===== src/common/ccu_defs.vh =====
`ifndef CCU_DEFS_VH
`define CCU_DEFS_VH

// Register offsets on the register port
`define CCU_ADDR_PERIPHERAL_FLAGS   8'h0c
`define CCU_ADDR_CAPTURE_CMP_LOW    8'h15
`define CCU_ADDR_CAPTURE_CMP_HIGH   8'h16
`define CCU_ADDR_UNIT_CONTROL       8'h17
`define CCU_ADDR_PERIPHERAL_ENABLES 8'h8c

// Reset values
`define CCU_RST_PERIPHERAL_FLAGS    8'h00
`define CCU_RST_PERIPHERAL_ENABLES  8'h00
`define CCU_RST_UNIT_CONTROL        6'h00
`define CCU_RST_CAPTURE_CMP         16'h0000

// Field positions
`define CCU_BIT_UNIT_EVENT_FLAG     2
`define CCU_BIT_UNIT_EVENT_IRQ_EN   2
`define CCU_BIT_DUTY_LOW_BIT1       5
`define CCU_BIT_DUTY_LOW_BIT0       4
`define CCU_CTRL_MODE_HI            3
`define CCU_CTRL_MODE_LO            0

// Mode codes
`define CCU_MODE_DISABLED           4'h0
`define CCU_MODE_CAP_FALL           4'h4
`define CCU_MODE_CAP_RISE           4'h5
`define CCU_MODE_CAP_RISE4          4'h6
`define CCU_MODE_CAP_RISE16         4'h7
`define CCU_MODE_CMP_SET            4'h8
`define CCU_MODE_CMP_CLEAR          4'h9
`define CCU_MODE_CMP_FLAG           4'ha
`define CCU_MODE_CMP_SPECIAL        4'hb

// Mode groups in the upper two mode bits
`define CCU_GROUP_CAPTURE           2'h1
`define CCU_GROUP_COMPARE           2'h2
`define CCU_GROUP_PWM               2'h3

// Prescaler edge counts
`define CCU_PRESCALE_4_LAST         4'h3
`define CCU_PRESCALE_16_LAST        4'hf

`endif


===== src/logic/ccu_edge_prescaler.v =====
`include "ccu_defs.vh"

// Turns pin edges into capture events for the selected capture mode
module ccu_edge_prescaler (
  input  wire       clk,          // Core clock
  input  wire       rstn,         // Asynchronous reset, active low
  input  wire       clear,        // Holds the edge counter at zero
  input  wire [1:0] sel,          // Low two mode bits of a capture mode
  input  wire       rise,         // One-cycle rising edge seen on the pin
  input  wire       fall,         // One-cycle falling edge seen on the pin
  output wire       capture_event // One-cycle qualified capture
);

  reg  [3:0] edge_count;          // Rising edges seen since last capture
  reg  [3:0] next_edge_count;     // Next value of the counter
  wire [3:0] last_count;          // Count at which a capture fires
  wire       counted_mode;        // Four- or sixteen-edge setting

  // Selects the terminal count of the chosen setting
  assign counted_mode = sel[1];
  assign last_count   = sel[0] ? `CCU_PRESCALE_16_LAST : `CCU_PRESCALE_4_LAST;

  // Single-edge settings fire at once, counted ones at the terminal count
  assign capture_event = counted_mode ? (rise && (edge_count >= last_count))
                                      : (sel[0] ? rise : fall);

  // Counts qualifying rising edges and restarts after each counted capture
  always @* begin
    next_edge_count = edge_count;
    if (clear) begin
      next_edge_count = 4'h0;
    end else if (counted_mode && rise) begin
      if (edge_count >= last_count) begin
        next_edge_count = 4'h0;
      end else begin
        next_edge_count = edge_count + 4'h1;
      end
    end
  end

  // Counter register; a switch between settings keeps the count
  always @(posedge clk or negedge rstn) begin
    if (!rstn) begin
      edge_count <= 4'h0;
    end else begin
      edge_count <= next_edge_count;
    end
  end

endmodule


===== src/logic/ccu_top.v =====
`include "ccu_defs.vh"

// Overview of operation
// Mode 0000 holds unit in reset
// Capture each falling or rising pin edge
// Capture every fourth or sixteenth rising edge
// Compare match drives pin high, sets flag
// Compare match drives pin low, sets flag
// Compare match only sets the flag
// Special event: flag, clear timebase, start conversion
// PWM mode; duty low bits from control
// Control bits 7 and 6 read zero
// Capture copies full timebase into value
// Capture sets flag; only software clears
// New capture overwrites unread old value
// Software makes pin input for capture
// Edge detection watches pin even when driven
// Timebase must run synchronously for capture
// Mode change may raise spurious flag
// Prescaler cleared when off or not capturing
// Switching prescaler settings keeps its count
// Software writes zero before new prescaler
// Software prepares PWM before selecting it
// Compare match on equality, once per match
// Counted edges capture then restart from zero
module ccu_top (
  input  wire        clk,                   // Core clock, 40 MHz
  input  wire        rstn,                  // Asynchronous reset, active low
  input  wire [7:0]  reg_addr,              // Register address
  input  wire [7:0]  reg_wdata,             // Register write data
  input  wire        reg_wr,                // Write strobe, one cycle
  input  wire        reg_rd,                // Read strobe, one cycle
  output reg  [7:0]  reg_rdata,             // Read data, cycle after the strobe
  input  wire [15:0] timebase16,            // Running sixteen-bit timebase count
  input  wire        adc_enabled,           // Converter is switched on
  input  wire        unit_pin_in,           // Level seen on the unit pin
  output reg         unit_pin_out,          // Compare output latch
  output wire        unit_pin_oe,           // High while the unit drives the pin
  output reg         timebase_clear,        // One-cycle pulse clearing the timebase
  output reg         adc_start,             // One-cycle pulse starting a conversion
  output reg         pwm_active,            // Unit is in PWM mode
  output reg  [9:0]  pwm_duty,              // Ten-bit duty value for the PWM stage
  output wire        unit_event_flag,       // Sticky event flag
  output wire        unit_event_irq_enable  // Event enable bit from software
);

  // Software visible state
  reg  [5:0]  unit_control;        // Duty low bits and mode select
  reg  [15:0] capture_compare_value; // High and low value bytes
  reg         event_flag;          // Sticky event flag bit
  reg         irq_enable;          // Event enable bit

  // Internal state
  reg         pin_prev;            // Pin level one cycle ago
  reg         match_prev;          // Equality seen one cycle ago

  // Decoded mode and bus terms
  wire [3:0]  mode_select;         // Four mode bits
  wire [1:0]  mode_group;          // Upper two mode bits
  wire        mode_off;            // Unit disabled or on a spare code
  wire        mode_capture;        // One of the four capture modes
  wire        mode_compare;        // One of the four compare modes
  wire        mode_pwm;            // PWM mode
  wire        wr_flags;            // Write to the flag register
  wire        wr_enables;          // Write to the enable register
  wire        wr_low;              // Write to the low value byte
  wire        wr_high;             // Write to the high value byte
  wire        wr_control;          // Write to the control register

  // Event terms
  wire        pin_rise;            // Rising edge on the pin
  wire        pin_fall;            // Falling edge on the pin
  wire        capture_event;       // Qualified capture
  wire        match_now;           // Timebase equals the stored value
  wire        match_event;         // First cycle of a match
  wire        compare_event;       // Match acted on in a compare mode

  // Next values
  reg  [15:0] next_capture_compare_value; // Value after this cycle
  reg         next_event_flag;     // Flag after this cycle
  reg         next_unit_pin_out;   // Output latch after this cycle
  reg  [7:0]  next_reg_rdata;      // Read data for the next cycle

  // Mode decode from the control register
  assign mode_select  = unit_control[`CCU_CTRL_MODE_HI:`CCU_CTRL_MODE_LO];
  assign mode_group   = mode_select[3:2];
  assign mode_capture = (mode_group == `CCU_GROUP_CAPTURE);
  assign mode_compare = (mode_group == `CCU_GROUP_COMPARE);
  assign mode_pwm     = (mode_group == `CCU_GROUP_PWM);
  assign mode_off     = !(mode_capture || mode_compare || mode_pwm);

  // Address decode of the write strobe
  assign wr_flags   = reg_wr && (reg_addr == `CCU_ADDR_PERIPHERAL_FLAGS);
  assign wr_enables = reg_wr && (reg_addr == `CCU_ADDR_PERIPHERAL_ENABLES);
  assign wr_low     = reg_wr && (reg_addr == `CCU_ADDR_CAPTURE_CMP_LOW);
  assign wr_high    = reg_wr && (reg_addr == `CCU_ADDR_CAPTURE_CMP_HIGH);
  assign wr_control = reg_wr && (reg_addr == `CCU_ADDR_UNIT_CONTROL);

  // Edge detection looks at the pin level whoever drives it
  assign pin_rise = unit_pin_in && !pin_prev;
  assign pin_fall = !unit_pin_in && pin_prev;

  // Edge prescaler, held clear outside capture modes
  ccu_edge_prescaler u_prescaler (
    .clk           (clk),
    .rstn          (rstn),
    .clear         (!mode_capture),
    .sel           (mode_select[1:0]),
    .rise          (pin_rise && mode_capture),
    .fall          (pin_fall && mode_capture),
    .capture_event (capture_event)
  );

  // Equality match, acted on only in its first cycle
  assign match_now     = (timebase16 == capture_compare_value);
  assign match_event   = match_now && !match_prev;
  assign compare_event = mode_compare && match_event;

  // Pin is driven in compare and PWM modes
  assign unit_pin_oe = mode_compare || mode_pwm;

  // Register outputs seen by the rest of the chip
  assign unit_event_flag       = event_flag;
  assign unit_event_irq_enable = irq_enable;

  // Pin history for edge detection
  always @(posedge clk or negedge rstn) begin
    if (!rstn) begin
      pin_prev <= 1'b0;
    end else begin
      pin_prev <= unit_pin_in;
    end
  end

  // Match history; cleared while not comparing so a standing match acts on entry
  always @(posedge clk or negedge rstn) begin
    if (!rstn) begin
      match_prev <= 1'b0;
    end else if (!mode_compare) begin
      match_prev <= 1'b0;
    end else begin
      match_prev <= match_now;
    end
  end

  // Control register; bits 7 and 6 are not stored
  always @(posedge clk or negedge rstn) begin
    if (!rstn) begin
      unit_control <= `CCU_RST_UNIT_CONTROL;
    end else if (wr_control) begin
      unit_control <= reg_wdata[5:0];
    end
  end

  // Enable register; only the event enable bit exists here
  always @(posedge clk or negedge rstn) begin
    if (!rstn) begin
      irq_enable <= 1'b0;                       // Enable bit resets clear
    end else if (wr_enables) begin
      irq_enable <= reg_wdata[`CCU_BIT_UNIT_EVENT_IRQ_EN];
    end
  end

  // Value register: software bytes, overwritten by a capture
  always @* begin
    next_capture_compare_value = capture_compare_value;
    if (wr_low) begin
      next_capture_compare_value[7:0] = reg_wdata;
    end
    if (wr_high) begin
      next_capture_compare_value[15:8] = reg_wdata;
    end
    // Capture wins over a software write in the same cycle
    if (capture_event) begin
      next_capture_compare_value = timebase16;
    end
  end

  // Value register storage
  always @(posedge clk or negedge rstn) begin
    if (!rstn) begin
      capture_compare_value <= `CCU_RST_CAPTURE_CMP;
    end else begin
      capture_compare_value <= next_capture_compare_value;
    end
  end

  // Event flag: software write first, hardware set wins over a clear
  always @* begin
    next_event_flag = event_flag;
    if (wr_flags) begin
      next_event_flag = reg_wdata[`CCU_BIT_UNIT_EVENT_FLAG];
    end
    // A mode change does not mask an edge already in flight
    if (capture_event) begin
      next_event_flag = 1'b1;
    end
    // Every compare mode raises the flag on a match
    if (compare_event) begin
      next_event_flag = 1'b1;
    end
  end

  // Event flag storage; the unit never clears it by itself
  always @(posedge clk or negedge rstn) begin
    if (!rstn) begin
      event_flag <= 1'b0;
    end else begin
      event_flag <= next_event_flag;
    end
  end

  // Compare output latch
  always @* begin
    next_unit_pin_out = unit_pin_out;
    if (mode_off || mode_capture) begin
      next_unit_pin_out = 1'b0;
    end else if (compare_event) begin
      case (mode_select)
        // Drive high on match
        `CCU_MODE_CMP_SET: begin
          next_unit_pin_out = 1'b1;
        end
        // Drive low on match
        `CCU_MODE_CMP_CLEAR: begin
          next_unit_pin_out = 1'b0;
        end
        // Flag-only and special event modes leave the pin alone
        `CCU_MODE_CMP_FLAG: begin
          next_unit_pin_out = unit_pin_out;
        end
        `CCU_MODE_CMP_SPECIAL: begin
          next_unit_pin_out = unit_pin_out;
        end
        default: begin
          next_unit_pin_out = unit_pin_out;
        end
      endcase
    end
  end

  // Output latch storage
  always @(posedge clk or negedge rstn) begin
    if (!rstn) begin
      unit_pin_out <= 1'b0;
    end else begin
      unit_pin_out <= next_unit_pin_out;
    end
  end

  // Special event pulses; timebase clears even with the converter off
  always @(posedge clk or negedge rstn) begin
    if (!rstn) begin
      timebase_clear <= 1'b0;
      adc_start      <= 1'b0;
    end else begin
      timebase_clear <= compare_event && (mode_select == `CCU_MODE_CMP_SPECIAL);
      adc_start      <= compare_event && (mode_select == `CCU_MODE_CMP_SPECIAL)
                        && adc_enabled;
    end
  end

  // PWM duty: upper byte from the low value byte, low bits from control
  always @(posedge clk or negedge rstn) begin
    if (!rstn) begin
      pwm_active <= 1'b0;
      pwm_duty   <= 10'h000;
    end else begin
      pwm_active <= mode_pwm;
      pwm_duty   <= {capture_compare_value[7:0],
                     unit_control[`CCU_BIT_DUTY_LOW_BIT1],
                     unit_control[`CCU_BIT_DUTY_LOW_BIT0]};
    end
  end

  // Read multiplexer; unmapped addresses and idle cycles give zero
  always @* begin
    next_reg_rdata = 8'h00;
    if (reg_rd) begin
      case (reg_addr)
        // Only the event flag bit is held here
        `CCU_ADDR_PERIPHERAL_FLAGS: begin
          next_reg_rdata[`CCU_BIT_UNIT_EVENT_FLAG] = event_flag;
        end
        // Only the event enable bit is held here
        `CCU_ADDR_PERIPHERAL_ENABLES: begin
          next_reg_rdata[`CCU_BIT_UNIT_EVENT_IRQ_EN] = irq_enable;
        end
        // Low value byte
        `CCU_ADDR_CAPTURE_CMP_LOW: begin
          next_reg_rdata = capture_compare_value[7:0];
        end
        // High value byte
        `CCU_ADDR_CAPTURE_CMP_HIGH: begin
          next_reg_rdata = capture_compare_value[15:8];
        end
        // Control with the two top bits reading zero
        `CCU_ADDR_UNIT_CONTROL: begin
          next_reg_rdata = {2'b00, unit_control};
        end
        default: begin
          next_reg_rdata = 8'h00;
        end
      endcase
    end
  end

  // Read data register, valid only in the cycle after the strobe
  always @(posedge clk or negedge rstn) begin
    if (!rstn) begin
      reg_rdata <= 8'h00;
    end else begin
      reg_rdata <= next_reg_rdata;
    end
  end

endmodule


===== config.mk =====
export PLATFORM = sky130hd
export DESIGN_NAME = ccu_top
export DESIGN_NICKNAME = d
export VERILOG_FILES = /design/src/logic/ccu_edge_prescaler.v /design/src/logic/ccu_top.v
export VERILOG_INCLUDE_DIRS = /design/src /design/src/common
export SDC_FILE = /design/constraint.sdc
export NUM_CORES = 1
export LEC_CHECK = 0
export BUFFER_PORTS_ARGS = -buffer_cell sky130_fd_sc_hd__buf_2
export CORE_MARGIN = 2
export CORE_UTILIZATION = 25
export DETAILED_ROUTE_END_ITERATION = 8
export PLACE_DENSITY = 0.5
export SETUP_SLACK_MARGIN = 0.15
export SYNTH_ARGS = -nofsm -noshare
export SYNTH_HDL_FRONTEND = slang
export SYNTH_SLANG_ARGS = --single-unit

===== constraint.sdc =====
create_clock -name clk -period 3.3 [get_ports clk]
set_clock_uncertainty 0.1 [all_clocks]
set_input_delay 0.495 -clock clk [delete_from_list [all_inputs] [get_ports clk]]
set_output_delay 0.495 -clock clk [all_outputs]
set_load 0.02 [all_outputs]

==> results of run 1 <==
==> path summary, 6_finish.rpt <==
check	endpoint	cells after the start	from	slack [ns]
max	unit_event_flag	7	unit_control[0]	1.06
min	reg_rdata[0]	1	rstn	0.09
max reg2reg	unit_event_flag	7	unit_control[0]	1.06
min reg2reg	pwm_duty[0]	0	unit_control[4]	0.32
max in group asynchronous	reg_rdata[6]	2	rstn	2.35
min in group clk	pin_prev	1	unit_pin_in	0.22
==> power by group <==
part           switching, mW  internal [mW]
Combinational          0.144          0.117
Clock                  0.228          0.151
Sequential            0.0639          0.709
Total                  0.436          0.978
==> registers in the layout, summed over array words and instances (netlist names) <==
signal / count
capture_compare_value: 16
pwm_duty: 10
reg_rdata: 8
unit_control: 6
u_prescaler.edge_count: 4
adc_start: 1
match_prev: 1
pin_prev: 1
pwm_active: 1
timebase_clear: 1
unit_event_flag: 1
unit_event_irq_enable: 1
unit_pin_out: 1
==> area by class of cell <==
class / instances / area share
flip-flops and latches: 52 / 0.4275
multi-input cells: 160 / 0.3629
repair buffers: 66 / 0.1118
well taps: 133 / 0.05467
clock buffers: 5 / 0.02261
inverters: 11 / 0.01356
clock inverters: 3 / 0.006987
==> cell families (layout without fill, tap and decap cells) <==
kind of cell / Yosys count / count (layout) / synth area share
AO/OA/AOI/OAI: 44 / 44 / 0.1124
XOR/XNOR: 9 / 9 / 0.03203
adder cells (fa/ha/maj): 3 / 3 / 0.01525
buffers and inverters: 18 / 85 / 0.02796
flip-flops: 52 / 52 / 0.5287
multiplexers: 31 / 31 / 0.1332
AND/OR/NAND/NOR: 73 / 73 / 0.1505
==> per-stage QoR <==
step             util  cells  hold WS, ns  power, mW
6_report       0.3143    430      0.08834      1.413
3_5_place_dp   0.3050    422       0.2952      1.054
3_3_place_gp   0.3050    422       0.3054      1.053
2_1_floorplan       -    230      0.09941     0.9309
4_1_cts        0.3143    430       0.1019      1.433
5_1_grt        0.3143    430       0.1076      1.503
==> metal layers <==
layer	vias up	part of all wire	track usage
met2	47	0.48	0.2073
met4	0	0.0086	0.02733
li1	945	-	-
met1	947	0.46	0.1659
met5	-	0	0
met3	6	0.050	0.02957
==> Yosys cell counts (2+ instances only) <==
cell / n / area (um^2)
sky130_fd_sc_hd__a2111oi_0: 2 / 17.52
sky130_fd_sc_hd__a21o_1: 2 / 15.01
sky130_fd_sc_hd__a21oi_1: 5 / 25.02
sky130_fd_sc_hd__a22oi_1: 8 / 60.06
sky130_fd_sc_hd__and2_1: 3 / 18.77
sky130_fd_sc_hd__clkbuf_1: 6 / 22.52
sky130_fd_sc_hd__dfrtp_1: 52 / 1301
sky130_fd_sc_hd__ha_1: 3 / 37.54
sky130_fd_sc_hd__inv_1: 11 / 41.29
sky130_fd_sc_hd__mux2_2: 14 / 157.7
sky130_fd_sc_hd__mux2i_1: 17 / 170.2
sky130_fd_sc_hd__nand2_1: 23 / 86.33
sky130_fd_sc_hd__nand3_1: 7 / 35.03
sky130_fd_sc_hd__nand4_1: 4 / 25.02
sky130_fd_sc_hd__nor2_1: 15 / 56.30
sky130_fd_sc_hd__nor2b_1: 8 / 50.05
sky130_fd_sc_hd__nor3_1: 3 / 15.01
sky130_fd_sc_hd__nor3b_1: 2 / 15.01
sky130_fd_sc_hd__o21ai_0: 18 / 90.09
sky130_fd_sc_hd__o22ai_1: 3 / 18.77
sky130_fd_sc_hd__o31ai_1: 2 / 15.01
sky130_fd_sc_hd__xnor2_1: 8 / 70.07
==> flow_results.org, run 1 <==
** Pwr
- Worst supply voltage drop on vdd :: around 0.21 mV
- The analysis attributes to cell leakage a power of 1.527 nW.
- Power spread over the standard cell area amounts to 464.3 mW/mm^2.

** Global route
- Initial antenna violation count :: 0
- Via count of the first global-routing pass :: 1928
- Maximum number of pins on one net before global-route repair :: 34
- The first global-routing pass estimated 9.929 mm of wire.
- Gr usage total :: 0.1246
- The total overflow left after global routing is 0.

** Placed design
- Half-perimeter wire length after placement :: slightly below 5 mm
- Placement Cell Area :: between 0.002 and 0.003 mm^2
- OpenSTA, run right after detailed placement, puts the worst setup slack at ~0.96 ns.
- Final RePlAce weighted congestion :: roughly 0.76
- PortBufs :: 62

** Synth
- The synthesized netlist contains 36 unique library cells.
- Instance count of the mapped netlist :: 230
- Each instance of the synthesized netlist takes up on average 10.70 um^2.
- Yosys printed 0 warnings.
- Synthesis inferred 52 register bits.
- Netlist area before placement :: 0.002461 mm^2
- Fraction of synthesis flops using an asynchronous set or reset pin :: 1.000
- The number of nets in the synthesized netlist is 271.
- Number of flops mapped to enable cells by yosys :: 0
- Of the synthesized area, sequential elements account for 0.5287.
- Commonest register cell after synthesis :: sky130_fd_sc_hd__dfrtp_1

** Timing
- Dividing the final minimum period by the clock period gives 0.6784.
- The number of slew-limit violations in the final report is 0.
- Counting I/O delays and the setup requirement, the final critical path takes 2.239 ns.
- Setup repair after global routing left no endpoint under its margin.
- Setup slack closes at approximately 1.1 ns.
- Timing would allow up to 0.4467 GHz.
- Max-slew headroom at the worst pin :: 0.5580
- Slew at the pin closest to its max-slew limit :: 0.6463 ns
- Count of final hold-check violations :: 0
- Post-Route Setup TNS :: 0 ns
- Number of endpoints failing setup at the final stage :: 0

** Clock tree
- Number of buffers added for setup after CTS :: 0
- Number of clock sinks :: 52
- Hold bufs inserted after CTS :: 0
- Maximum level of the CTS H-tree :: 2
- CTS buffer count :: 5
- CTS tree :: yes
- No sink is reached through more buffers than the 2 on the longest clock path.
- The clock reaches the later pin of the worst-skew pair after 0.31 ns.
- Clock-pin slew was measured on the worst setup and hold paths at around 0.10 ns.
- PostCTS Resize Cnt :: 0
- Buffer type at the clock tree root :: sky130_fd_sc_hd__clkbuf_8

** Critical path
- The slowest stage of the critical path belongs to the cell sky130_fd_sc_hd__dfrtp_1.
- WP data arrival :: 2.34 ns
- The critical path contains buffers and inverters numbering 2 combined.
- Element type at the critical path start :: flop
- Required @ worst endpoint :: between 3 and 4 ns
- STA classifies the critical path endpoint as a flop.
- Along the worst path, the maximum fanout reaches 33.
- Grouping stages by cell kind, the critical path spends the most delay in compound AO/OA/AOI/OAI gates.
- The worst setup path is of the flop to flop kind.
- Cell Chain, Critical Path :: inv_1 -> ha_1 -> a21o_1 -> a211oi_1 -> o31ai_4 -> buf_4 -> a211o_1
- Worst stage delay on the critical path :: ~0.46 ns

** Die
- I/O pin count :: 63
- Initial Util :: 0.2541
- The floorplan step defined a die boundary enclosing 0.01065 mm^2.
- The floorplan step defined a core boundary enclosing 0.009684 mm^2.
- Standard-cell rows :: 36
- The die is roughly 100 um wide.
- The die is 103.2 um tall.

** Routing
- Summed over all layers, the routed wires come to about 6.4 mm.
- In the final routed layout, each cell accounts on average for 14.94 um.
- Number of DRC markers after the initial detailed-route iteration :: 89
- In the routed design, unresolved DRC markers number 0.
- The first detailed-routing pass took 4 iterations.
- Using the TritonRoute via totals, the vias-per-cell ratio works out to roughly 4.5.
- The count of nets left with antenna violations once routing finished came out at 0.
- The routed layout has 1945 vias.

** Cells and area
- With fillers left out, the area of the finished cells amounts to 0.003044 mm^2.
- In the final design database the tool counted 337 nets.
- Number of diodes added for antenna fixing :: 0
- From synthesis to final layout, the design area changed by 23.69%.
- Most frequent standard cell in the layout excluding fill and tap cells :: sky130_fd_sc_hd__buf_2
- The library cells used most frequently in the layout, excluding fill and tap cells, are 62 x sky130_fd_sc_hd__buf_2, 52 x sky130_fd_sc_hd__dfrtp_1, 23 x sky130_fd_sc_hd__nand2_1.
- Total area of sequential cells :: 0.001301 mm^2
- The layout has around 1000 filler cells.
- Of the cells placed in the final design, the portion with a size suffix greater than 1 is 0.3064.
- Combined area of the multi-input logic cells :: around 0.0011 mm^2

** Flow run
- The tool flagged a number of max-cap violations equal to 0.

** Outcome
- Outcome :: completed

** Worst hold path
- Class of the tightest hold or removal check :: primary input to asynchronous set/reset pin
No activity file was read; power rests on OpenSTA's default activity.
==> run 2: changes to the inputs <==
- clock period: 3.3 -> 2.15 ns (I/O delays scaled with it)
==> run 2 against run 1 <==
Net effect:
- design area increased by 9.0%
- sequential share of layout area decreased by 3.5 points
- non-clock buffer count increased by 17
- power increased by 68%
- wire length increased by 9.0%
- maximum frequency increased by 8.0%
- flip-flop and latch count unchanged
- global-route usage increased by 0.83 points
- highest routed layer unchanged
==> flow_results.org, run 2 (same netlist as run 1, synthesis figures left out) <==
** Placed design
- The number of placed cells counting well taps was 435 (+3.1%).
- Final RePlAce weighted congestion :: 0.8264 (+8.6%)
- The port buffer count was 62 (unchanged).
- Half-perimeter wire length after placement :: 5.174 mm (+6.4%)

** Critical path
- WS Path Type :: flop to flop
- WP data arrival :: 2.21 ns (-0.13 ns)
- The worst register-to-register path begins at capture_compare_value[8].
- The worst register-to-register path ends at unit_pin_out.
- The required time of the critical path is 2.29 ns (-1.11 ns).
- The number of cell instances on the worst register-to-register path is 5 (-2).
- R2R Setup Slk :: 0.08 ns (-0.98 ns)
- Critical path capture point type :: flop
- CP Launch Point :: capture_compare_value[8]
- Element type at the critical path start :: flop
- The peak fanout along the critical path was 3 (-91%).
- Critical Path Sink :: unit_pin_out

** Routing
- The vias per cell is 4.544 (+0.45%).
- The number of remaining DRC errors came to 0 (unchanged).
- The detailed-routing iteration count for the pre-antenna-repair pass came to 5 (+1).
- The per-cell routed wire length is 15.67 um (+4.8%).
- Number of vias after detailed routing :: 2031 (+4.4%)
- The number of nets with antenna violations after detailed routing was 0 (unchanged).
- Number of DRC markers after the initial detailed-route iteration :: 156 (+75%)
- Post-Route WL :: 7.003 mm (+9.0%)

** Timing
- The slew at the pin closest to its max-slew limit is 0.5416 ns (-0.1048 ns).
- RSZ-0062 raised after global routing :: yes
- Final number of max-transition violations :: 0 (unchanged)
- The highest clock rate is 0.4822 GHz (+8.0%).
- The final setup violation count is 0 (unchanged).
- The ratio of final minimum period to clock period is 0.9645 (+0.2861).
- Count of final hold-check violations :: 0 (unchanged)
- Max-slew headroom at the worst pin :: 0.6390 (+0.08098)
- The summed negative setup slack over all endpoints was 0 ns (unchanged).
- The post-layout minimum cycle time came to 2.074 ns (-0.1650 ns).

** Global route
- Maximum number of pins on one net before global-route repair :: 34 (unchanged)
- GR Layer Usage met3 :: 0.02688 (-0.002688)
- Most Used Layer, Global Route :: met2
- Met1 routing resource usage after global routing :: 0.1888 (+0.02288)
- The wire length of the first global-routing pass was 10.65 mm (+7.3%).
- The number of global-route vias before repair came to 1960 (+1.7%).
- The routing usage on met2 came to 0.2108 (+0.003497).
- Grt ovf :: 0 (unchanged)
- The number of antenna violations at the first check in global routing came to 0 (unchanged).
- The overall fraction of global-route tracks in use is 0.1328 (+0.008276).

** Cells and area
- Most frequent standard cell in the layout excluding fill and tap cells :: sky130_fd_sc_hd__buf_2
- The total number of nets in the final design is 354 (+5.0%).
- Post-route non-filler standard cell count :: 447 (+4.0%)
- capture_compare_value holds more flip-flops than any other register.
- Layout-stage area growth over the synthesis result :: 34.77%
- In the layout the commonest cells are 62 x sky130_fd_sc_hd__buf_2, 52 x sky130_fd_sc_hd__dfrtp_1, 23 x sky130_fd_sc_hd__nand2_1.
- Proportion of layout cells with a drive suffix above 1 :: 0.3662 (+0.05984)
- The number of diodes is 0 (unchanged).
- The share of the core filled with cells was 0.3425 (+0.02816).
- The number of flip-flops in the largest register came to 16 (unchanged).
- The largest registers in the layout are capture_compare_value: 16 flops, pwm_duty: 10 flops, reg_rdata: 8 flops.

** Clock tree
- Clock-pin slew of the registers on the worst-case setup and hold paths :: 0.10 ns (about the same)
- CTS tree :: yes
- CTS buffer count :: 5 (unchanged)
- The number of H-tree levels is 2 (unchanged).
- Number of clock sinks :: 52 (unchanged)
- Max Root-Sink Buffers :: 2 (unchanged)
- In this run the clock root is driven by a sky130_fd_sc_hd__clkbuf_8.
- Skew-Pair Late Insertion Delay :: 0.31 ns (about the same)

** Die
- Area of the core :: 0.009684 mm^2 (unchanged)
- Standard-cell rows :: 36 (unchanged)
- The die height was 103.2 um (unchanged).
- The I/O pin count is 63 (unchanged).
- Total die area :: 0.01065 mm^2 (unchanged)
- Initial Util :: 0.2541 (unchanged)
- The x dimension of the die is 103.2 um (unchanged).

** Pwr
- The leakage power total came to 1.669 nW (+9.3%).
- Worst supply voltage drop on vdd :: 0.2837 mV (+38%)
- Total power consumption of the routed design :: 2.380 mW (+68%)
- The power per cell area was 717.6 mW/mm^2 (+55%).

** Flow run
- Total of max-cap violations :: 0 (unchanged)

** Worst hold path
- Class of the tightest hold or removal check :: primary input to flop

** Outcome
- Outcome :: completed
-- run 2: cell count changes in the layout (fill, tap and decap cells not counted), moves of 2 or more --
cell                        previous run  this run
sky130_fd_sc_hd__buf_12                0         2
sky130_fd_sc_hd__xnor2_1               8         4
sky130_fd_sc_hd__buf_4                 4        16
sky130_fd_sc_hd__xnor2_2               0         4
sky130_fd_sc_hd__clkbuf_16             0         2
-- run 2: area by class of cell --
class,count,area (um^2)
Inverter,11,41.29
Sequential cell,52,1301
Tap cell,133,166.4
Multi-Input combinational cell,160,1156
Timing Repair Buffer,83,530.5
Fill cell,1020,6367
Clock inverter,2,38.79
Clock buffer,6,82.58
-- run 2: worst min-delay path by stage --
stage	startpoint	end	cells past startpoint
floorplan	rstn	adc_start	0
global placement	rstn	unit_event_irq_enable	1
detailed placement	rstn	adc_start	1
CTS	unit_pin_in	pin_prev	1
global route	unit_pin_in	pin_prev	1
finish	unit_pin_in	pin_prev	1
-- run 2: layer usage --
| layer | wire length [um] | part of all wire |
|---|---|---|
| met1 | 3282 | 0.47 |
| met2 | 3305 | 0.47 |
| met3 | 364 | 0.052 |
| met4 | 51 | 0.0073 |
| met5 | 0 | 0 |
-- run 2: worst max-delay path: stages (launching register included) --
cell	delay [ns]
sky130_fd_sc_hd__dfrtp_1	0.43
sky130_fd_sc_hd__xnor2_2	0.18
sky130_fd_sc_hd__nand4_1	0.11
sky130_fd_sc_hd__or4_4	0.57
sky130_fd_sc_hd__or4_4	0.50
sky130_fd_sc_hd__a21oi_2	0.12
-- run 2: power by group --
| group | internal [mW] | switching (mW) |
|---|---|---|
| Sequential | 1.09 | 0.0892 |
| Clock | 0.381 | 0.336 |
| Combinational | 0.229 | 0.256 |
| Total | 1.70 | 0.681 |
-- run 2: what timing repair did --
action,4_1_cts,5_1_grt
setup buffers,0,1
endpoints found under the setup margin,6,8
hold endpoints to repair,19,0
gates cloned,0,2
hold buffers,1,0
gates resized for setup,2,8
pin swaps,0,7
-- run 2: metrics by stage --
step | hold slack, ns | setup slack [ns] | instance area, um^2
final | 0.05418 | 0.07636 | 3317
after global routing | 0.05034 | 0.01241 | 3317
after CTS | 0.04487 | 0.07476 | 3221
after detailed placement | 0.2439 | -0.01584 | 3077
after global placement | 0.2375 | 0.009716 | 3077
after floorplan | -0.07309 | 0.1902 | 2461
